`config.mk`:
```
export PLATFORM = sky130hd
export DESIGN_NAME = wdts_top
export DESIGN_NICKNAME = d
export VERILOG_FILES = /design/src/wdts_pkg.sv /design/src/wdts_fall_det.sv /design/src/wdts_cfg_probe.sv /design/src/wdts_top.sv
export VERILOG_INCLUDE_DIRS = /design/src
export SDC_FILE = /design/constraint.sdc
export NUM_CORES = 1
export LEC_CHECK = 0
export BUFFER_PORTS_ARGS = -buffer_cell sky130_fd_sc_hd__buf_2
export CAP_MARGIN = 15
export CORE_MARGIN = 4
export CORE_UTILIZATION = 45
export CTS_CLUSTER_SIZE = 12
export DETAILED_ROUTE_END_ITERATION = 7
export SYNTH_ARGS = -nofsm -noshare
export SYNTH_HDL_FRONTEND = slang
export SYNTH_SLANG_ARGS = --single-unit
```
`constraint.sdc`:
```
create_clock -name core_clk -period 3.17 [get_ports core_clk]
set_input_delay 0.634 -clock core_clk [delete_from_list [all_inputs] [get_ports core_clk]]
set_output_delay 0.634 -clock core_clk [all_outputs]
set_load 0.05 [all_outputs]
```
`src/wdts_consts.svh`:
```
/*
 * Constants of the strap-selected watchdog: register offsets, field
 * positions, reset values and timing counts.
 * Assumes a 40 MHz core clock; all cycle counts are derived from that rate.
 */
`ifndef WDTS_CONSTS_SVH
`define WDTS_CONSTS_SVH

`define WDTS_CLK_HZ 40000000
`define WDTS_CYC_PER_MS (`WDTS_CLK_HZ / 1000)
`define WDTS_CYC_PER_US (`WDTS_CLK_HZ / 1000000)

// Factory timeouts, open strap
`define WDTS_TO_OPEN_MIN_MS 1360
`define WDTS_TO_OPEN_MS 1600
`define WDTS_TO_OPEN_MAX_MS 1840
`define WDTS_TO_OPEN_CYC (`WDTS_TO_OPEN_MS * `WDTS_CYC_PER_MS)
// Factory timeouts, pulled-up strap
`define WDTS_TO_PULLUP_MIN_MS 170
`define WDTS_TO_PULLUP_MS 200
`define WDTS_TO_PULLUP_MAX_MS 230
`define WDTS_TO_PULLUP_CYC (`WDTS_TO_PULLUP_MS * `WDTS_CYC_PER_MS)
// Capacitor mode: fixed offset plus a number of threshold ramps
`define WDTS_CAP_OFFSET_MS 55
`define WDTS_CAP_OFFSET_CYC (`WDTS_CAP_OFFSET_MS * `WDTS_CYC_PER_MS)
`define WDTS_CAP_RAMPS 24
// Re-enable setup window
`define WDTS_SETUP_US 150
`define WDTS_SETUP_CYC (`WDTS_SETUP_US * `WDTS_CYC_PER_US)
// Strap probe timing
`define WDTS_DISCH_US 5
`define WDTS_DISCH_CYC (`WDTS_DISCH_US * `WDTS_CYC_PER_US)
`define WDTS_SETTLE_US 2
`define WDTS_SETTLE_CYC (`WDTS_SETTLE_US * `WDTS_CYC_PER_US)
`define WDTS_PROBE_US 20
`define WDTS_PROBE_CYC (`WDTS_PROBE_US * `WDTS_CYC_PER_US)

// Register byte offsets
`define WDTS_REG_CTRL 5'h00
`define WDTS_REG_STATE 5'h04
`define WDTS_REG_IRQ_STAT 5'h08
`define WDTS_REG_IRQ_CLR 5'h0c
`define WDTS_REG_IRQ_EN 5'h10
`define WDTS_REG_RAMP 5'h14

// Field positions
`define WDTS_CTRL_EN_BIT 0
`define WDTS_IRQ_FAULT_BIT 0
`define WDTS_IRQ_RECOVER_BIT 1
`define WDTS_IRQ_CFG_BIT 2
`define WDTS_STATE_WD_LSB 0
`define WDTS_STATE_MODE_LSB 4
`define WDTS_STATE_CFG_BIT 6
`define WDTS_STATE_FAULT_BIT 7
`define WDTS_STATE_DISPIN_BIT 8
`define WDTS_STATE_FPIN_BIT 9

// Reset values
`define WDTS_CTRL_EN_RST 1'h1
`define WDTS_IRQ_EN_RST 3'h0

`endif

```
`src/wdts_pkg.sv`:
```
/*
 * Types of the strap-selected watchdog: modes, state encodings and the
 * packed state of each module.
 * Assumes wdts_consts.svh for numeric values.
 */
package wdts_pkg;

    typedef enum logic [1:0] {
        WDTS_MODE_OPEN = 2'h0,
        WDTS_MODE_PULLUP = 2'h1,
        WDTS_MODE_CAP = 2'h2
    } wdts_mode_e;

    typedef struct packed {
        logic done;
        wdts_mode_e mode;
    } wdts_cfg_s;

    typedef enum logic [3:0] {
        PR_DISCH = 4'h1,
        PR_SETTLE = 4'h2,
        PR_PROBE = 4'h4,
        PR_DONE = 4'h8
    } wdts_probe_e;

    typedef enum logic [3:0] {
        WD_OFF = 4'h1,
        WD_SETUP = 4'h2,
        WD_RUN = 4'h4,
        WD_FAULT = 4'h8
    } wdts_wd_e;

    typedef enum logic [2:0] {
        CP_OFFSET = 3'h1,
        CP_DISCH = 3'h2,
        CP_CHARGE = 3'h4
    } wdts_cph_e;

    typedef struct packed {
        logic prev;
        logic fall;
    } wdts_edge_s;

    typedef struct packed {
        wdts_probe_e st;
        logic [15:0] cnt;
        logic oe;
        logic chg;
        wdts_cfg_s cfg;
    } wdts_probe_s;

    typedef struct packed {
        logic wait_req;
        logic [31:0] rdata;
        logic ctrl_en;
        logic [2:0] irq_en;
        logic [2:0] irq_stat;
        logic irq;
        logic cfg_seen;
        wdts_wd_e wd;
        wdts_cph_e cph;
        logic [31:0] cnt;
        logic [7:0] ramps;
        logic [31:0] ramp_last;
        logic fault;
        logic pin_oe;
        logic charge;
    } wdts_top_s;

endpackage : wdts_pkg

```
`src/wdts_fall_det.sv`:
```
/*
 * Falling-edge detector giving a one-cycle registered pulse.
 * Assumes the input is synchronous to core_clk.
 */
`timescale 1ns/1ps
`default_nettype none

module wdts_fall_det (
    input wire logic core_clk,
    input wire logic srst,
    input wire logic sig,
    output logic fall
);

    wdts_pkg::wdts_edge_s q;
    wdts_pkg::wdts_edge_s d;

    always_comb
    begin
        d = q;
        d.prev = sig;
        d.fall = q.prev & ~sig;
    end

    always_ff @(posedge core_clk)
    begin
        if (srst)
        begin
            q <= '0;
        end
        else
        begin
            q <= d;
        end
    end

    assign fall = q.fall;

endmodule : wdts_fall_det

`default_nettype wire

```
`src/wdts_cfg_probe.sv`:
```
/*
 * Strap evaluation of the timeout configuration pin after reset:
 * discharge, check for a pull-up, then charge briefly to tell an open
 * pin from a capacitor.
 * Assumes pin_i is the threshold comparator of the pin, synchronous.
 */
`timescale 1ns/1ps
`default_nettype none
`include "wdts_consts.svh"

module wdts_cfg_probe #(
    parameter int unsigned DISCH_CYC = `WDTS_DISCH_CYC,
    parameter int unsigned SETTLE_CYC = `WDTS_SETTLE_CYC,
    parameter int unsigned PROBE_CYC = `WDTS_PROBE_CYC
) (
    input wire logic core_clk,
    input wire logic srst,
    input wire logic pin_i,
    output logic pin_oe,
    output logic charge_en,
    output wdts_pkg::wdts_cfg_s cfg
);

    localparam logic [15:0] DISCH_END = 16'(DISCH_CYC - 1);
    localparam logic [15:0] SETTLE_END = 16'(SETTLE_CYC - 1);
    localparam logic [15:0] PROBE_END = 16'(PROBE_CYC - 1);

    wdts_pkg::wdts_probe_s q;
    wdts_pkg::wdts_probe_s d;

    always_comb
    begin
        d = q;
        d.cnt = q.cnt + 16'h0001;
        case (q.st)
            wdts_pkg::PR_DISCH:
            begin
                d.oe = 1'b1;
                if (q.cnt >= DISCH_END)
                begin
                    d.st = wdts_pkg::PR_SETTLE;
                    d.cnt = '0;
                    d.oe = 1'b0;
                end
            end
            wdts_pkg::PR_SETTLE:
            begin
                if (q.cnt >= SETTLE_END)
                begin
                    d.cnt = '0;
                    if (pin_i)
                    begin
                        d.cfg.mode = wdts_pkg::WDTS_MODE_PULLUP;
                        d.cfg.done = 1'b1;
                        d.st = wdts_pkg::PR_DONE;
                    end
                    else
                    begin
                        d.chg = 1'b1;
                        d.st = wdts_pkg::PR_PROBE;
                    end
                end
            end
            wdts_pkg::PR_PROBE:
            begin
                if (pin_i || q.cnt >= PROBE_END)
                begin
                    d.cfg.mode = pin_i ? wdts_pkg::WDTS_MODE_OPEN
                                       : wdts_pkg::WDTS_MODE_CAP;
                    d.cfg.done = 1'b1;
                    d.chg = 1'b0;
                    d.oe = 1'b1;
                    d.st = wdts_pkg::PR_DONE;
                end
            end
            wdts_pkg::PR_DONE:
            begin
                d.cnt = q.cnt;
            end
            default:
            begin
                d.st = wdts_pkg::PR_DISCH;
            end
        endcase
    end

    always_ff @(posedge core_clk)
    begin
        if (srst)
        begin
            q <= '0;
            q.st <= wdts_pkg::PR_DISCH;
            q.oe <= 1'b1;
        end
        else
        begin
            q <= d;
        end
    end

    assign pin_oe = q.oe;
    assign charge_en = q.chg;
    assign cfg = q.cfg;

endmodule : wdts_cfg_probe

`default_nettype wire

```
`src/wdts_top.sv`:
```
/*
 * Watchdog with strap-selected timeout: factory long, factory short or
 * capacitor ramp; Avalon-MM register slave and a level interrupt.
 * Assumes all pins synchronous to core_clk; the timeout pin has an
 * external current source switched by cap_charge_en and a threshold
 * comparator seen on timeout_config_pin_i.
 */
// What this block does
// - Open or pulled-up strap selects factory timeout
// - Capacitor to ground sets adjustable timeout
// - Open strap, enabled: 1600 ms typical timeout
// - Pulled-up strap, enabled: 200 ms typical timeout
// - Capacitor charges to threshold, ending one interval
// - Capacitor timeout equals 77.4 ms/nF plus 55
// - Capacitor timeout within 0.905 to 1.095 typical
// - Capacitors from 100 pF to 1 uF supported
// - Fault asserts when kick interval exceeds timeout
// - Fault clears when timely kicks resume
// - Disable pin low ignores kicks, disables watchdog
// - Only falling kick edges count
`timescale 1ns/1ps
`default_nettype none
`include "wdts_consts.svh"

module wdts_top #(
    parameter int unsigned TO_OPEN_CYC = `WDTS_TO_OPEN_CYC,
    parameter int unsigned TO_PULLUP_CYC = `WDTS_TO_PULLUP_CYC,
    parameter int unsigned CAP_OFFSET_CYC = `WDTS_CAP_OFFSET_CYC,
    parameter int unsigned CAP_RAMPS = `WDTS_CAP_RAMPS,
    parameter int unsigned SETUP_CYC = `WDTS_SETUP_CYC,
    parameter int unsigned DISCH_CYC = `WDTS_DISCH_CYC
) (
    input wire logic core_clk,
    input wire logic srst,
    input wire logic [4:0] avs_address,
    input wire logic avs_read,
    input wire logic avs_write,
    input wire logic [31:0] avs_writedata,
    output logic [31:0] avs_readdata,
    output logic avs_waitrequest,
    input wire logic kick_input,
    input wire logic watchdog_disable_pin,
    input wire logic timeout_config_pin_i,
    output logic timeout_config_pin_o,
    output logic timeout_config_pin_oe,
    output logic cap_charge_en,
    input wire logic fault_output_n_i,
    output logic fault_output_n_o,
    output logic fault_output_n_oe,
    output logic irq
);

    localparam logic [31:0] OPEN_END = 32'(TO_OPEN_CYC - 1);
    localparam logic [31:0] PULLUP_END = 32'(TO_PULLUP_CYC - 1);
    localparam logic [31:0] OFFSET_END = 32'(CAP_OFFSET_CYC - 1);
    localparam logic [31:0] SETUP_END = 32'(SETUP_CYC - 1);
    localparam logic [31:0] DISCH_END = 32'(DISCH_CYC - 1);
    localparam logic [7:0] RAMPS_END = 8'(CAP_RAMPS - 1);

    wdts_pkg::wdts_top_s q;
    wdts_pkg::wdts_top_s d;
    wdts_pkg::wdts_cfg_s cfg;
    logic kick_fall;
    logic probe_oe;
    logic probe_chg;

    logic req;
    logic take;
    logic en;
    logic expire;
    logic [2:0] ev;
    logic [2:0] clr;
    logic [31:0] rd_mux;
    logic [31:0] lim;

    wdts_fall_det u_kick (
        .core_clk(core_clk),
        .srst(srst),
        .sig(kick_input),
        .fall(kick_fall)
    );

    wdts_cfg_probe #(
        .DISCH_CYC(`WDTS_DISCH_CYC),
        .SETTLE_CYC(`WDTS_SETTLE_CYC),
        .PROBE_CYC(`WDTS_PROBE_CYC)
    ) u_probe (
        .core_clk(core_clk),
        .srst(srst),
        .pin_i(timeout_config_pin_i),
        .pin_oe(probe_oe),
        .charge_en(probe_chg),
        .cfg(cfg)
    );

    // Read data selection
    always_comb
    begin
        rd_mux = '0;
        case (avs_address)
            `WDTS_REG_CTRL:
            begin
                rd_mux[`WDTS_CTRL_EN_BIT] = q.ctrl_en;
            end
            `WDTS_REG_STATE:
            begin
                rd_mux[`WDTS_STATE_WD_LSB +: 4] = q.wd;
                rd_mux[`WDTS_STATE_MODE_LSB +: 2] = cfg.mode;
                rd_mux[`WDTS_STATE_CFG_BIT] = cfg.done;
                rd_mux[`WDTS_STATE_FAULT_BIT] = q.fault;
                rd_mux[`WDTS_STATE_DISPIN_BIT] = watchdog_disable_pin;
                rd_mux[`WDTS_STATE_FPIN_BIT] = fault_output_n_i;
            end
            `WDTS_REG_IRQ_STAT:
            begin
                rd_mux[2:0] = q.irq_stat;
            end
            `WDTS_REG_IRQ_EN:
            begin
                rd_mux[2:0] = q.irq_en;
            end
            `WDTS_REG_RAMP:
            begin
                rd_mux = q.ramp_last;
            end
            default:
            begin
                rd_mux = '0;
            end
        endcase
    end

    // Factory timeout limit by strap
    always_comb
    begin
        if (cfg.mode == wdts_pkg::WDTS_MODE_PULLUP)
        begin
            lim = PULLUP_END;
        end
        else
        begin
            lim = OPEN_END;
        end
    end

    always_comb
    begin
        d = q;
        ev = '0;
        clr = '0;
        expire = 1'b0;

        // Bus slave: one wait cycle, answer on the next edge
        req = avs_read | avs_write;
        take = req & ~q.wait_req;
        d.wait_req = ~(req & q.wait_req);
        if (req && q.wait_req)
        begin
            d.rdata = rd_mux;
        end
        if (avs_write && take)
        begin
            case (avs_address)
                `WDTS_REG_CTRL:
                begin
                    d.ctrl_en = avs_writedata[`WDTS_CTRL_EN_BIT];
                end
                `WDTS_REG_IRQ_CLR:
                begin
                    clr = avs_writedata[2:0];
                end
                `WDTS_REG_IRQ_EN:
                begin
                    d.irq_en = avs_writedata[2:0];
                end
                default:
                begin
                    clr = '0;
                end
            endcase
        end

        // Strap evaluation finished
        d.cfg_seen = cfg.done;
        ev[`WDTS_IRQ_CFG_BIT] = cfg.done & ~q.cfg_seen;

        en = watchdog_disable_pin & q.ctrl_en & cfg.done;
        d.cnt = q.cnt + 32'h0000_0001;

        case (q.wd)
            wdts_pkg::WD_OFF:
            begin
                d.cnt = '0;
                d.fault = 1'b0;
                d.pin_oe = 1'b0;
                d.charge = 1'b0;
                if (en)
                begin
                    d.wd = wdts_pkg::WD_SETUP;
                end
            end
            wdts_pkg::WD_SETUP:
            begin
                // Kicks ignored while the enable setup runs
                if (q.cnt >= SETUP_END)
                begin
                    d.wd = wdts_pkg::WD_RUN;
                    d.cnt = '0;
                    d.cph = wdts_pkg::CP_OFFSET;
                    d.ramps = '0;
                end
            end
            wdts_pkg::WD_RUN:
            begin
                if (kick_fall)
                begin
                    d.cnt = '0;
                    d.cph = wdts_pkg::CP_OFFSET;
                    d.ramps = '0;
                    d.charge = 1'b0;
                    d.pin_oe = (cfg.mode == wdts_pkg::WDTS_MODE_CAP);
                end
                else if (cfg.mode != wdts_pkg::WDTS_MODE_CAP)
                begin
                    d.pin_oe = 1'b0;
                    d.charge = 1'b0;
                    if (q.cnt >= lim)
                    begin
                        expire = 1'b1;
                    end
                end
                else
                begin
                    case (q.cph)
                        wdts_pkg::CP_OFFSET:
                        begin
                            d.pin_oe = 1'b1;
                            d.charge = 1'b0;
                            if (q.cnt >= OFFSET_END)
                            begin
                                d.cph = wdts_pkg::CP_CHARGE;
                                d.cnt = '0;
                                d.pin_oe = 1'b0;
                                d.charge = 1'b1;
                            end
                        end
                        wdts_pkg::CP_CHARGE:
                        begin
                            if (timeout_config_pin_i)
                            begin
                                d.ramp_last = q.cnt;
                                d.ramps = q.ramps + 8'h01;
                                d.charge = 1'b0;
                                d.pin_oe = 1'b1;
                                d.cnt = '0;
                                d.cph = wdts_pkg::CP_DISCH;
                                if (q.ramps >= RAMPS_END)
                                begin
                                    expire = 1'b1;
                                end
                            end
                        end
                        wdts_pkg::CP_DISCH:
                        begin
                            d.pin_oe = 1'b1;
                            if (q.cnt >= DISCH_END)
                            begin
                                d.cph = wdts_pkg::CP_CHARGE;
                                d.cnt = '0;
                                d.pin_oe = 1'b0;
                                d.charge = 1'b1;
                            end
                        end
                        default:
                        begin
                            d.cph = wdts_pkg::CP_OFFSET;
                        end
                    endcase
                end
                if (expire)
                begin
                    d.wd = wdts_pkg::WD_FAULT;
                    d.fault = 1'b1;
                    d.cnt = '0;
                    d.charge = 1'b0;
                    d.pin_oe = (cfg.mode == wdts_pkg::WDTS_MODE_CAP);
                    ev[`WDTS_IRQ_FAULT_BIT] = 1'b1;
                end
            end
            wdts_pkg::WD_FAULT:
            begin
                d.cnt = '0;
                if (kick_fall)
                begin
                    d.fault = 1'b0;
                    d.wd = wdts_pkg::WD_RUN;
                    d.cph = wdts_pkg::CP_OFFSET;
                    d.ramps = '0;
                    ev[`WDTS_IRQ_RECOVER_BIT] = 1'b1;
                end
            end
            default:
            begin
                d.wd = wdts_pkg::WD_OFF;
            end
        endcase

        // Disable clears state, fault, count and pin drive, kicks included; events still latch
        if (!en)
        begin
            d.wd = wdts_pkg::WD_OFF;
            d.fault = 1'b0;
            d.cnt = '0;
            d.charge = 1'b0;
            d.pin_oe = 1'b0;
        end

        // Probe owns the pin until the strap is known
        if (!cfg.done)
        begin
            d.pin_oe = probe_oe;
            d.charge = probe_chg;
        end

        // Sticky status: a new event wins over a clear
        d.irq_stat = (q.irq_stat & ~clr) | ev;
        d.irq = |(d.irq_stat & d.irq_en);
    end

    always_ff @(posedge core_clk)
    begin
        if (srst)
        begin
            q <= '0;
            q.wait_req <= 1'b1;
            q.ctrl_en <= `WDTS_CTRL_EN_RST;
            q.irq_en <= `WDTS_IRQ_EN_RST;
            q.wd <= wdts_pkg::WD_OFF;
            q.cph <= wdts_pkg::CP_OFFSET;
            q.pin_oe <= 1'b1;
        end
        else
        begin
            q <= d;
        end
    end

    assign avs_readdata = q.rdata;
    assign avs_waitrequest = q.wait_req;
    assign timeout_config_pin_o = ~q.pin_oe;
    assign timeout_config_pin_oe = q.pin_oe;
    assign cap_charge_en = q.charge;
    assign fault_output_n_o = ~q.fault;
    assign fault_output_n_oe = q.fault;
    assign irq = q.irq;

endmodule : wdts_top

`default_nettype wire

```
Yosys cells after proc, flatten, opt, wreduce, memory -nomap -nowiden
Cells that the tools add are included.
{"block": "word_totals", "output_inout_bits": 39, "regBits": 151, "input_bits": 45}
{"block": "classes", "n_addsub": 3, "bitwise_logic": 21, "reduce_logical": 23, "eq_ne": 37, "muxes": 62, "magnitude_cmp": 8}
{"operator": "$pmux W32 S3", "count": 2}
{"operator": "$mux W75", "count": 2}
{"operator": "$mux W35", "count": 2}
{"operator": "$pmux W16 S3", "count": 1}
{"operator": "$mux W47", "count": 1}
{"operator": "$mux W43", "count": 1}
{"operator": "$mux W40", "count": 1}
{"operator": "$add A32 B1 Y32 const B", "count": 1}
{"operator": "$ge A32 B13 Y1 const B", "count": 1}
{"operator": "$ge A32 B22 Y1 const B", "count": 1}
{"operator": "$ge A32 B32 Y1", "count": 1}
{"operator": "$ge A32 B8 Y1 const B", "count": 1}
{"operator": "$mux W32", "count": 1}
{"operator": "$pmux W4 S4", "count": 2}
{"operator": "$mux W26", "count": 1}
{"operator": "$pmux W8 S3", "count": 1}
{"operator": "$mux W22", "count": 1}
{"operator": "$mux W21", "count": 1}
{"operator": "$mux W20", "count": 1}
{"operator": "$mux W3", "count": 6}
{"operator": "$pmux W3 S3", "count": 2}
{"operator": "$add A16 B1 Y16 const B", "count": 1}
{"operator": "$ge A16 B10 Y1 const B", "count": 1}
{"operator": "$ge A16 B7 Y1 const B", "count": 1}
{"operator": "56 further kinds", "count": 120}

Depth between registers and ports, before layout
{"block": "logic_depth", "depth_word": 12, "ltp_mapped": 11}

Cells and area by module
A second synthesis with hierarchy kept.
{"block": "unflattened", "cells_unflattened": 928, "hier_area_um2": 7591.0}
{"mod": "wdts_top", "n_inst": 1, "area_per_inst_um2": 6212.2, "cells_per_inst": 761, "seq_area_each_um2": 2482.4}
{"mod": "wdts_cfg_probe", "n_inst": 1, "area_per_inst_um2": 1320.0, "cells_per_inst": 163, "seq_area_each_um2": 500.5}
{"mod": "wdts_fall_det", "n_inst": 1, "area_per_inst_um2": 58.8, "cells_per_inst": 4, "seq_area_each_um2": 40.0}

Worst setup path before layout
OpenSTA, ideal clock, no wires.
{"block": "synth_path", "path_type": "register to register", "startpoint": "register u_probe.q, in the netlist u_probe.cfg[1]", "endpoint": "register q[66] in the netlist's numbering", "arrival_time_ns": 2.575, "setup_time_ns": 0.141, "t_required_ns": 3.029, "path_slack_ns": 0.455, "path_buffers": 1, "path_stages_with_launch": 12, "period_less_slack_ns": 2.715, "path_cell_list": "dfxtp_1 -> nand2b_1 -> inv_1 -> ha_1 -> o31a_1 -> nor4_1 -> or4b_2 -> o21ai_2 -> nand2_1 -> a31oi_4 -> buf_6 -> nor3_2"}
{"block": "synth_between", "elab_chain_len": 9}
{"item": "start, declared", "line_no": "wdts_cfg_probe.sv:28", "rtl": "wdts_pkg::wdts_probe_s q;"}
{"item": "$eq A2 B1 Y1", "line_no": "wdts_top.sv:136", "rtl": "if (cfg.mode == wdts_pkg::WDTS_MODE_PULLUP)"}
{"item": "$mux W26", "line_no": "wdts_top.sv:136"}
{"item": "$ge A32 B32 Y1", "line_no": "wdts_top.sv:227", "rtl": "if (q.cnt >= lim)"}
{"item": "$mux W1", "line_no": "wdts_top.sv:227"}
{"item": "$mux W1", "line_no": "wdts_top.sv:223", "rtl": "else if (cfg.mode != wdts_pkg::WDTS_MODE_CAP)"}
{"item": "$mux W1", "line_no": "wdts_top.sv:215", "rtl": "if (kick_fall)"}
{"item": "$mux W1", "line_no": "wdts_top.sv:190", "rtl": "case (q.wd)"}
{"item": "$mux W32 *", "line_no": "wdts_top.sv:280", "rtl": "if (expire)"}
{"item": "$pmux W32 S3 *", "line_no": "wdts_top.sv:190"}
{"item": "end, declared", "line_no": "wdts_top.sv:60", "rtl": "wdts_pkg::wdts_top_s q;"}
Every way passes the cells marked *; elsewhere a longest branch is shown, timed or not. The select of a mux whose other input is x is not followed.
A chain may end at the register's enable or synchronous reset.

Worst setup path in the final report
{"block": "layout_path", "startpoint": "register u_probe.q, in the netlist u_probe.cfg[1]", "endpoint": "register q[58] in the netlist's numbering"}
The elaborated chain is that of the path after synthesis.

==> implementation parameters <==
Parameter                              Value

Layout
  Commonest non-fill, non-tap cell in the layout    dfxtp_1
  Most frequent cells in the layout    dfxtp_1, nand2_1, nor2_1
  Number of nets in the final layout    958
  Area used by multi-input combinational logic    0.00392 mm²
  Cell area after layout    0.00832 mm²
  Antenna diodes    0
  Layout fillers    1597
  Layout area overhead    9.61%
  Fraction of layout cells with a size suffix above 1    around 18%
  Storage element area    0.00302 mm²

Route
  Drt wl/cell    14.7 µm
  First drt pass iteration count    5
  Count of vias placed by the detailed router    roughly 6000
  Drc violations    0
  Via density per instance    5.31
  Routed Wire Length    16600 µm
  Post-route ant nets    0
  Detailed router's first-iteration violation count    364

Clocking
  Number of sinks handled by clock tree synthesis    151
  Clock tree from TritonCTS    yes
  Clk buf depth    2
  H-tree levels    4
  Clock edge transition at the registers on the reported setup and hold paths    0.06 ns
  Number of buffers inserted for hold repair after clock tree synthesis    0
  Root Driver    clkbuf_16
  Clock insertion delay at the later pin of the skew report    0.43 ns
  CTS buffer count    17

Hold path
  Hold Path Class    in2reg
  Worst hold start    kick_input

STA
  Setup TNS    0 ns
  RSZ-0062 raised after global routing    no
  Number of slew-limit violations in the final report    0
  Number of hold-slack violations in the final timing report    0
  Total setup violations reported at the end of the flow    0
  Actual slew at the worst max-slew pin    between 1 and 1.5 ns
  Final setup skew    0.00900 ns
  Slew HR    ~24%
  Final worst slack    0.194 ns
  Timing-limited maximum frequency    336 MHz
  Tmin final    a little under 3 ns
  Tcrit/Tclk final    93.9%

Setup path
  Series of cell instances along the critical path    nand2b_2 > ha_1 > nor4bb_1 > nand3_1 > or4b_2 > o21ai_2 > nand2_1 > a31oi_4 > buf_12 > nor3_2
  Worst Path Arrival    3.27 ns
  CP Launch Type    flip-flop
  Worst path buffer plus inverter count    1
  Required arrival time at the worst endpoint    roughly 3.5 ns
  Worst setup path startpoint    u_probe.cfg[1]$_SDFFE_PP0P_
  Longest individual stage delay on the worst path    0.64 ns
  Endpoint kind of the worst setup timing path    flip-flop
  Slowest library cell on the worst path    or4b_2
  Family with the most delay on the worst path    simple AND/OR/NAND/NOR gates
  Crit Path Category    reg2reg
  Origin of the critical flop-to-flop path    u_probe.cfg[1]$_SDFFE_PP0P_
  Max FO, Critical Path    16
  Worst setup slack for register-to-register paths    0.19 ns

Logic synthesis
  Post-synth EDFFs    0
  Count of warnings emitted by yosys    0
  Number of instances in the synthesized netlist    890
  Post-synth design cell area    0.00759 mm²
  Flip-flop and latch count after synthesis    151
  Proportion of synthesized flip-flops having asynchronous set or reset    0%
  Sequential element share of the synthesized area    between 30% and 40%
  Main synth FF type    dfxtp_1
  Average size of a mapped cell    8.53 µm²
  Synth unique cells    74
  Syn nets    949

Global routing
  Via count of the first global-routing pass    5487
  Residual overflow from global routing    0
  Antenna violations before repair    0
  Global-route usage over all layers    18.0%
  Wire length of the first global-routing pass    27500 µm
  Pin count of the biggest net entering global routing    63

Floorplanning
  Initial core utilization    45.8%
  Row count    47
  Width of the chip    138 µm
  Area enclosed by the die boundary    about 0.019 mm²
  Area inside the core boundary    0.0166 mm²
  Vertical extent of the die    138 µm
  Count of boundary I/O pins    84

Power
  IR Drop Worst-Case VDD    0.000370 V
  Design Power    just under 4 mW
  Cell Pwr Density    477 mW/mm²
  Static Leak    3.04 nW

Placement
  Count of input and output buffers    54
  Final HPWL from detailed placement    around 12000 µm
  Worst setup slack after placement    around 0.12 ns
  GP Congestion    between 0.8 and 0.9
  DP Area    0.00774 mm²

Outcome
  Status    complete, no violations

Run
  Max-cap violations    0
## cell type report
class                      count  area share (%)
tap                          220            3.31
multi-input combinational    636            47.1
inverter                      18           0.812
timing repair buffer          75            5.59
clock inverter                12            1.43
sequential                   151            36.3
clock buffer                  20            5.49
## flip-flops by register name (all words and copies together) (netlist names)
name / cells
q: 87
u_probe.q: 20
avs_waitrequest: 1
cap_charge_en: 1
irq: 1
u_kick.q: 1
u_probe.cfg: 3
fault_output_n_oe: 1
avs_readdata: 32
u_kick.fall: 1
u_probe.pin_oe: 1
u_probe.charge_en: 1
timeout_config_pin_oe: 1
## Yosys cell counts (all sizes together) (2+ instances only)
cell | n | share of area [%]
a31o | 2 | 0.23
clkbuf | 43 | 3.1
or4b | 3 | 0.40
o31ai | 2 | 0.20
o31a | 2 | 0.23
a221oi | 2 | 0.23
nand2b | 7 | 0.58
a221o | 2 | 0.26
nand4 | 10 | 0.82
ha | 14 | 2.3
and2 | 3 | 0.25
mux2i | 15 | 2.0
nand3b | 4 | 0.40
xnor2 | 23 | 2.7
or3 | 2 | 0.16
a311oi | 5 | 0.58
and4 | 3 | 0.35
a31oi | 4 | 0.53
nand2 | 111 | 5.5
o21ai | 17 | 1.2
bufbuf | 2 | 0.86
nor3 | 55 | 5.6
xor2 | 25 | 2.9
a21o | 5 | 0.51
or2 | 2 | 0.16
o22ai | 2 | 0.16
a211oi | 8 | 0.79
nor4b | 4 | 0.54
or4 | 4 | 0.49
buf | 40 | 4.1
o21a | 3 | 0.30
a22oi | 27 | 2.7
inv | 18 | 0.89
nor2 | 111 | 5.6
nor4 | 9 | 0.94
a21oi | 66 | 4.4
a211o | 4 | 0.46
a2111oi | 2 | 0.23
nand3 | 36 | 2.4
nor2b | 12 | 0.99
dfxtp | 151 | 40
and3 | 14 | 1.2
## report_power, final
part	switching (mW)	internal [mW]
clock network	0.838	1.13
registers	0.00536	1.90
logic	0.0685	0.0251
## worst reg2reg max path, stage by stage, from the launching register on
cell and delay (ns):
dfxtp_1 0.30, nand2b_2 0.24, ha_1 0.32, nor4bb_1 0.32, nand3_1 0.12, or4b_2 0.64
o21ai_2 0.20, nand2_1 0.13, a31oi_4 0.29, buf_12 0.21, nor3_2 0.07
## per-layer routing
metal	up-vias	track usage [%]	wire length, µm
li1	3112	-	-
met1	2801	25.1	8430
met2	88	28.0	7350
met3	11	4.54	682
met4	0	4.50	118
met5	-	0	0
## repair_timing
item                                    CTS  global route
buffers inserted                          0             0
hold endpoints to repair                  0             0
endpoints found under the setup margin    0            31
gates resized for setup                   0             1
## cell families (layout without fill, tap and decap cells)
family                   count (synthesis)  count (layout)  share of synthesized area (%)
flip-flops                             151             151                           39.8
adder cells (fa/ha/maj)                 14              14                           2.31
AND/OR/NAND/NOR                        394             394                           26.8
XOR/XNOR                                48              48                           5.54
multiplexers                            16              16                           2.27
buffers and inverters                  103             125                           8.86
AO/OA/AOI/OAI                          164             164                           14.4
## final timing paths
kind	end	cells after the start
max	q[58]$_SDFF_PP0_	10
min	u_kick.fall$_SDFF_PP0_	2
max reg2reg	q[58]$_SDFF_PP0_	10
min reg2reg	q[16]$_SDFFE_PP0P_	2
## through the flow
stage / instances / util [%] / hold WS, ns
CTS: 1132 / 50.2 / 0.371
detailed placement: 1100 / 46.7 / 0.445
finish: 1132 / 50.2 / 0.388
floorplan: 890 / - / 0.427
global route: 1132 / 50.2 / 0.386
global placement: 1100 / 46.7 / 0.442
Power figures use the tool's default switching activity.
